## src/pcs_pkg.sv

```systemverilog
// Package for the five-channel power sequencer and fault logic.
// Assumes a single 10 MHz clock domain; shared constants live here.
package pcs_pkg;
	// ----------------------------------------
	// Timing and reference levels
	// ----------------------------------------
	localparam int unsigned CLK_PERIOD_NS     = 100;
	localparam int unsigned DISCHARGE_NS      = 300;
	localparam int unsigned DISCHARGE_CYC     =
		(DISCHARGE_NS + CLK_PERIOD_NS - 1) / CLK_PERIOD_NS;
	localparam int unsigned PERIOD_CYC        = 20;
	localparam int unsigned DUTY_MAX_PCT      = 80;
	localparam int unsigned DUTY_MAX_CYC      =
		(PERIOD_CYC * DUTY_MAX_PCT) / 100;
	localparam int unsigned FAULT_OSC_CYC     = 100000;
	localparam int unsigned SOFT_OSC_CYC      = 4096;
	localparam int unsigned BUCK_DELAY_CYC    = 1024;
	localparam int unsigned REF_W             = 12;
	localparam logic [REF_W-1:0] REF_FULL     = 12'hFFF;
	localparam logic [REF_W-1:0] REF_ZERO     = 12'h000;

	// ----------------------------------------
	// Grouped signals
	// ----------------------------------------
	typedef struct packed {
		logic boost;
		logic buck;
		logic [2:0] aux;
	} pcs_chan_t;

	typedef enum logic [1:0] {
		PCS_OFF,
		PCS_WAIT,
		PCS_RAMP,
		PCS_RUN
	} pcs_state_t;
endpackage

```

## src/pcs_sequencer.sv

```systemverilog
// Sequencing, soft-start, aux PWM gate shaping and latching fault timer.
// Assumes the analog loops supply level indications on i_mclk; these and
// the pins alike are double-registered here before use.
//
// Notes on behaviour
// [RL1] Aux gate goes high each cycle start, low on ramp-over-comp or limit.
// [RL2] Aux gate may stay high for at most 80 percent of the period.
// [RL3] Buck and aux channels stay off until boost output regulates.
// [RL4] Fault persisting 100000 oscillator cycles latches all channels off.
// [RL5] Fault latch clears only by boost enable low or power cycling.
// [RL6] Fault indications ignored during a channel's soft-start ramp.
// [RL7] Reference enabled only with buck enable high and buck above 2.5 V.
// [RL8] Ramp reaching reference fires a 300 ns discharge one-shot.
// [RL9] Startup oscillator drives boost switch until boost output hits 2.5 V.
// [RL10] Buck and aux references ramp zero to full over 4096 cycles.
// [RL11] Boost channel has no soft-start, full reference at once.
// [RL12] Each channel active only while its enable input is high.
// [RL13] Buck soft-start begins 1024 cycles after boost regulation.
// [RL14] Buck good output pulled low while buck output regulates.
// [RL15] Aux gates forced low in shutdown and thermal limit.
// [RL16] Fault counter restarts when a fault clears before threshold.
`timescale 1ns/1ns
module pcs_sequencer
	import pcs_pkg::*;
#(
	parameter int unsigned FAULT_CYC = FAULT_OSC_CYC,
	parameter int unsigned SOFT_CYC  = SOFT_OSC_CYC,
	parameter int unsigned DELAY_CYC = BUCK_DELAY_CYC
) (
	input  wire logic            i_mclk,
	input  wire logic            i_rstn,
	input  wire logic            i_ce,
	input  wire pcs_chan_t       i_enable,
	input  wire logic            i_boost_reg,
	input  wire logic            i_boost_above_2v5,
	input  wire logic            i_buck_above_2v5,
	input  wire pcs_chan_t       i_in_reg,
	input  wire logic            i_timing_ramp_pin,
	input  wire logic [2:0]      i_ramp_over_comp,
	input  wire logic            i_startup_osc,
	input  wire logic            i_thermal_limit,
	output logic [2:0]           o_aux_gate_drive,
	output logic                 o_osc_discharge,
	output logic                 o_startup_drive,
	output logic                 o_ref_enable,
	output logic                 o_buck_good_n_oe,
	output logic                 o_fault_latched,
	output pcs_chan_t            o_chan_active,
	output logic [4*REF_W-1:0]   o_soft_ref
);
	// ----------------------------------------
	// Pin synchronisers
	// ----------------------------------------
	localparam int SW = 19;
	logic [SW-1:0] sync1, sync2;
	always_ff @(posedge i_mclk or negedge i_rstn) begin
		if (!i_rstn) begin
			sync1 <= '0;
			sync2 <= '0;
		end else if (i_ce) begin
			sync1 <= {i_enable, i_boost_reg, i_boost_above_2v5,
				i_buck_above_2v5, i_in_reg, i_timing_ramp_pin,
				i_ramp_over_comp, i_startup_osc, i_thermal_limit};
			sync2 <= sync1;
		end
	end
	pcs_chan_t  en, inreg;
	logic       boost_reg, boost_2v5, buck_2v5, ramp_hit, su_osc, tlim;
	logic [2:0] over_comp;
	assign {en, boost_reg, boost_2v5, buck_2v5, inreg, ramp_hit,
		over_comp, su_osc, tlim} = sync2;

	// ----------------------------------------
	// Master oscillator one-shot
	// ----------------------------------------
	logic [1:0] dis_cnt;
	logic       cyc_start;
	logic [4:0] phase;
	always_ff @(posedge i_mclk or negedge i_rstn) begin
		if (!i_rstn) begin
			dis_cnt   <= '0;
			cyc_start <= 1'b0;
		end else if (i_ce) begin
			cyc_start <= 1'b0;
			if (dis_cnt != 2'h0) begin
				dis_cnt <= dis_cnt - 2'h1;
				cyc_start <= (dis_cnt == 2'h1); // RL8
			end else if (ramp_hit) begin
				dis_cnt <= 2'(DISCHARGE_CYC); // RL8
			end
		end
	end

	// Phase counts cycles since the start; bounds the gate pulse width
	always_ff @(posedge i_mclk or negedge i_rstn) begin
		if (!i_rstn)
			phase <= '0;
		else if (i_ce) begin
			if (cyc_start)
				phase <= '0;
			else if (phase != 5'h1F)
				phase <= phase + 5'h1;
		end
	end

	// ----------------------------------------
	// Sequencing and soft-start
	// ----------------------------------------
	logic       latched, kill;
	logic [10:0] dly;
	logic       buck_go;
	logic [REF_W:0] ramp [4];
	logic [3:0] ramping;
	logic [3:0] req;
	assign kill = latched | !en.boost;
	// Order: 0 buck, 1..3 aux
	assign req = {en.aux, en.buck} & {4{boost_reg & !kill}}; // RL3 RL12

	always_ff @(posedge i_mclk or negedge i_rstn) begin
		if (!i_rstn) begin
			dly     <= '0;
			buck_go <= 1'b0;
		end else if (i_ce) begin
			if (!boost_reg || kill) begin
				dly     <= '0;
				buck_go <= 1'b0;
			end else if (cyc_start && !buck_go) begin
				dly     <= dly + 11'h1;
				buck_go <= (dly == 11'(DELAY_CYC - 1)); // RL13
			end
		end
	end

	// Ramp counts oscillator cycles; reference is the low REF_W bits of the count while ramping, REF_FULL once it ends
	for (genvar c = 0; c < 4; c++) begin : g_soft
		logic go;
		assign go = req[c] & (c == 0 ? buck_go : 1'b1);
		always_ff @(posedge i_mclk or negedge i_rstn) begin
			if (!i_rstn)
				ramp[c] <= '0;
			else if (i_ce) begin
				if (!go)
					ramp[c] <= '0; // RL10
				else if (cyc_start && ramp[c] != (REF_W+1)'(SOFT_CYC))
					ramp[c] <= ramp[c] + 1'b1; // RL10
			end
		end
		assign ramping[c] = go & (ramp[c] != (REF_W+1)'(SOFT_CYC));
		always_ff @(posedge i_mclk or negedge i_rstn) begin
			if (!i_rstn)
				o_soft_ref[c*REF_W +: REF_W] <= REF_ZERO;
			else if (i_ce)
				o_soft_ref[c*REF_W +: REF_W] <= ramping[c] ?
					ramp[c][REF_W-1:0] : (go ? REF_FULL : REF_ZERO);
		end
	end

	// ----------------------------------------
	// Fault timer
	// ----------------------------------------
	logic [16:0] fcnt;
	logic        faulted;
	// Boost has no soft-start, so it is watched as soon as it regulates once
	logic        boost_seen;
	always_ff @(posedge i_mclk or negedge i_rstn) begin
		if (!i_rstn)
			boost_seen <= 1'b0;
		else if (i_ce)
			boost_seen <= en.boost & !latched & (boost_seen | boost_reg);
	end
	assign faulted = (boost_seen & !inreg.boost)
		| |(~{inreg.aux, inreg.buck} & {en.aux, en.buck & buck_go}
			& req & ~ramping); // RL6

	always_ff @(posedge i_mclk or negedge i_rstn) begin
		if (!i_rstn) begin
			fcnt    <= '0;
			latched <= 1'b0;
		end else if (i_ce) begin
			if (!en.boost) begin
				fcnt    <= '0;
				latched <= 1'b0; // RL5
			end else if (!faulted) begin
				fcnt <= '0; // RL16
			end else if (cyc_start && !latched) begin
				fcnt <= fcnt + 17'h1;
				if (fcnt == 17'(FAULT_CYC - 1))
					latched <= 1'b1; // RL4
			end
		end
	end

	// ----------------------------------------
	// Outputs
	// ----------------------------------------
	always_ff @(posedge i_mclk or negedge i_rstn) begin
		if (!i_rstn) begin
			o_aux_gate_drive <= '0;
			o_osc_discharge  <= 1'b0;
			o_startup_drive  <= 1'b0;
			o_ref_enable     <= 1'b0;
			o_buck_good_n_oe <= 1'b0;
			o_fault_latched  <= 1'b0;
			o_chan_active    <= '0;
		end else if (i_ce) begin
			for (int a = 0; a < 3; a++) begin
				if (!req[a+1] || tlim)
					o_aux_gate_drive[a] <= 1'b0; // RL15
				else if (cyc_start)
					o_aux_gate_drive[a] <= 1'b1; // RL1
				else if (over_comp[a] ||
					phase >= 5'(DUTY_MAX_CYC - 1))
					o_aux_gate_drive[a] <= 1'b0; // RL1 RL2
			end
			// Switch closes on the hit itself and stays for three clocks
			o_osc_discharge  <= (dis_cnt == 2'h0) ? ramp_hit
				: (dis_cnt != 2'h1); // RL8
			o_startup_drive  <= en.boost & !latched & !boost_2v5
				& su_osc; // RL9
			o_ref_enable     <= en.buck & buck_2v5; // RL7
			o_buck_good_n_oe <= req[0] & buck_go & inreg.buck; // RL14
			o_fault_latched  <= latched;
			o_chan_active.boost <= en.boost & !latched; // RL11 RL12
			o_chan_active.buck  <= req[0] & buck_go;
			o_chan_active.aux   <= req[3:1];
		end
	end
endmodule

```

## config.mk

```make
export PLATFORM = sky130hd
export DESIGN_NAME = pcs_sequencer
export DESIGN_NICKNAME = d
export VERILOG_FILES = /design/src/pcs_pkg.sv /design/src/pcs_sequencer.sv
export SDC_FILE = /design/constraint.sdc
export NUM_CORES = 1
export LEC_CHECK = 0
export BUFFER_PORTS_ARGS = -buffer_cell sky130_fd_sc_hd__buf_2
export CORE_ASPECT_RATIO = 1.2
export CORE_MARGIN = 1.5
export CORE_UTILIZATION = 40
export CTS_CLUSTER_DIAMETER = 30
export DETAILED_ROUTE_END_ITERATION = 10
export PLACE_DENSITY_LB_ADDON = 0.05
export SLEW_MARGIN = 20
export SYNTH_ARGS = -nofsm -noshare
export SYNTH_HDL_FRONTEND = slang
export SYNTH_SLANG_ARGS = --single-unit
export TNS_END_PERCENT = 1
```

## constraint.sdc

```tcl
create_clock -name i_mclk -period 4.08 [get_ports i_mclk]
set_input_delay 0.408 -clock i_mclk [delete_from_list [all_inputs] [get_ports i_mclk]]
set_output_delay 0.408 -clock i_mclk [all_outputs]
set_load 0.1 [all_outputs]
```

==> flow_summary.toml <==
[outcome]
outcome = "complete, no violations"

[placement]
gp_congestion = 0.8078
dp.cells = 1204
io_buffers = 82
hpwlAfterDp_mm = 15.08
place_ws_ns = 1.343

[grt]
antenna_found_initial = 0
grt_max_degree = 97
grt_pass1_wl_mm = 35.61
grt_pass1_vias = 6801
grt.overflow.total = 0
grtUsageTotal_pct = 18.71

[worst_setup_path]
cpPeakStageDelay_ns = 0.85
crit_required_ns = 4.36
critPathMaxFanout = 14
arrival_ns = 2.97
crit_type = "flip-flop to flip-flop"
crit_path_end_kind = "flip-flop"
crit_chain = "inv_1 -> ha_1 -> nor4b_1 -> and3_1 -> a32o_2 -> nor4_4 -> nor3_1"
critical_path.startpoint_type = "flip-flop"
cpMaxStageDelayCell = "nor4_4"

[synth]
async_reset_ff_share_pct = 100.0
yosysSeqAreaShare_pct = 51.60
ys_types = 60
syn_inst = 886
synth_edf_count = 0
synth.cell_area_sq_um = 9214
synthesis.nets = 924
yosysWarnings = 0
synth_ff_type = "dfrtp_1"
avgSynthCellArea_sq_um = 10.40
yosys_register_bits = 190

[finish]
antennaDiodeCount = 0
final_nets = 982
drive_gt1_share_pct = 21.00
final_common_cell = "dfrtp_1"
ff_latch_area_sq_um = 4755
layout.cells.non_filler = 1236
fillCellCount = 2132
multi_input_area_sq_um = 3946
area_delta_synth_final_pct = 12.86
layout_common_cells = "190 x dfrtp_1, 80 x buf_2, 73 x inv_1"

[clock_tree]
insertion_delay_ns = 0.43
postCtsSetupRepairBufs = 0
clk_path_buf_depth = 2
clock-root-buffer = "clkbuf_16"
cts_resized = 0
htree_levels = 4
cts_tree = "done"
cts_hold_buf = 0
cts_sinks = 190
clk_pin_slew_ns = 0.07
cts_buffers = 17

[timing]
fmax_mhz = 370.8
period_needed_ns = 2.697
clock_skew_ns = 0.009104
drv_slew = 0
finalSetupTns_ns = 0
setup-violations-final = 0
whs_ns = 0.04211
fin_crit_sh_pct = 66.10
rsz0062_at_grt = "no"
worst_slew_pin_slew_ns = 1.042
finalHoldViolations = 0
finalWorstSetupSlack_ns = 1.383
slew-limit-headroom_pct = 30.00

[floorplanning]
start_util_pct = 40.91
ios = 83
design.core.area_sq_um = 22520
die_w_um = 141.5
die_y_um = 169.3
fp-row-count = 60
die-area_sq_um = 23960

[flow_run]
cap_violations = 0

[route]
ant_nets = 0
drt-total-wl_mm = 21.48
routedWlPerCell_um = 17.38
vias = 6720
drt_iter0_drc = 367
firstDrtPassIters = 6
vias_per_cell = 5.437
drc = 0

[power]
vdd_drop_max_mv = 0.3411
powerDensity_nw_per_um2 = 421.2
leakage_nw = 4.551

[worst_hold_path]
hp-class = "input pin to async pin"
==> cells in the mapped netlist, drive strengths merged, types with 2 or more instances <==
library cell	number	area (sq um)
and2	5	31.28
nor4	10	77.57
or3	8	50.05
or4	2	15.01
a31oi	6	43.79
a22o	7	61.31
nor4b	9	103.9
clkbuf	33	126.4
o22ai	3	18.77
a211oi	6	65.06
nand4	12	75.07
ha	16	200.2
nand4b	2	17.52
xnor2	32	280.3
and3	19	118.9
mux2	46	518.0
and3b	2	17.52
xor2	23	201.4
a21oi	23	115.1
nand2b	4	25.02
dfrtp	190	4755
o211ai	47	357.8
a32o	4	41.29
inv	73	274.0
nand3	19	95.09
a41oi	3	26.28
and4	5	43.79
o2111ai	8	70.07
o2bb2ai	4	35.03
and4b	4	40.04
nor2b	4	25.02
nor3	33	235.2
o31ai	6	45.04
nand2	44	167.7
o21a	2	15.01
o21ai	71	355.3
nor2	72	275.3
buf	20	112.6
==> layer usage <==
layer | wire [um] | part of all wire (%) | GRT usage, %
met3 | 636 | 3.0 | 3.273
met2 | 10770 | 50 | 32.11
met1 | 9803 | 46 | 24.43
met4 | 263 | 1.2 | 4.841
met5 | 0 | 0 | 0
==> power by group <==
part | switching (mW) | internal (mW)
combinational | 0.458 | 0.181
sequential | 0.0941 | 1.99
clock | 0.790 | 0.865
total | 1.34 | 3.04
==> flip-flops by register name, indices dropped and copies added, names as in the netlist, 2 cells and up <==
signal and cells:
ramp 52, o_soft_ref 48, sync1 19, sync2 19
fcnt 17, dly 11, o_chan_active 5, phase 5
o_aux_gate_drive 3, dis_cnt 2
==> layout make-up <==
type	count	area share, %
clock buffer	17	4.091
clock inverter	15	1.468
tap	279	3.357
multi-input combinational	570	37.95
inverter	73	2.635
timing repair buffer	92	4.777
sequential	190	45.72
==> cells by family (layout without fill, tap and decap cells) <==
logic type | Yosys count | after routing | synth area share, %
mux | 47 | 47 | 5.731
buf+inv | 126 | 197 | 5.568
simple gates | 256 | 256 | 15.51
xor+xnor | 55 | 55 | 5.228
flops | 190 | 190 | 51.60
compound gates | 196 | 196 | 14.19
fa+ha+maj | 16 | 16 | 2.173
==> worst max-delay path: cells and delay by family, from the launching register on <==
family	cells	cell delay [ns]
compound gates	1	0.37
fa+ha+maj	1	0.19
buf+inv	1	0.09
simple gates	4	1.46
flops	1	0.43
==> through the flow <==
| stage | total power, mW | cell area [sq um] | util, % |
|---|---|---|---|
| 6_report | 4.380 | 10400 | 46.17 |
| 5_1_grt | 4.594 | 10400 | 46.17 |
| 4_1_cts | 4.445 | 10400 | 46.17 |
| 3_5_place_dp | 2.775 | 9821 | 43.61 |
| 3_3_place_gp | 2.755 | 9821 | 43.61 |
| 2_1_floorplan | 2.571 | 9214 | - |
==> path summary, 6_finish.rpt <==
path                                   startpoint                    endpoint  slack, ns  depth (start not counted)
hold reg to reg            dis_cnt[1]$_DFFE_PN0P_      dis_cnt[1]$_DFFE_PN0P_       0.48                          2
setup / recovery             ramp[13]$_DFFE_PN0P_         fcnt[3]$_DFFE_PN0P_       1.38                          7
hold / removal                             i_rstn  o_soft_ref[47]$_DFFE_PN0P_       0.04                          1
min in group i_mclk           i_ramp_over_comp[0]        sync1[2]$_DFFE_PN0P_       0.20                          2
max in group asynchronous                  i_rstn        ramp[41]$_DFFE_PN0P_       3.01                          2
setup reg to reg             ramp[13]$_DFFE_PN0P_         fcnt[3]$_DFFE_PN0P_       1.38                          7
(Power assumes the default switching activity.)
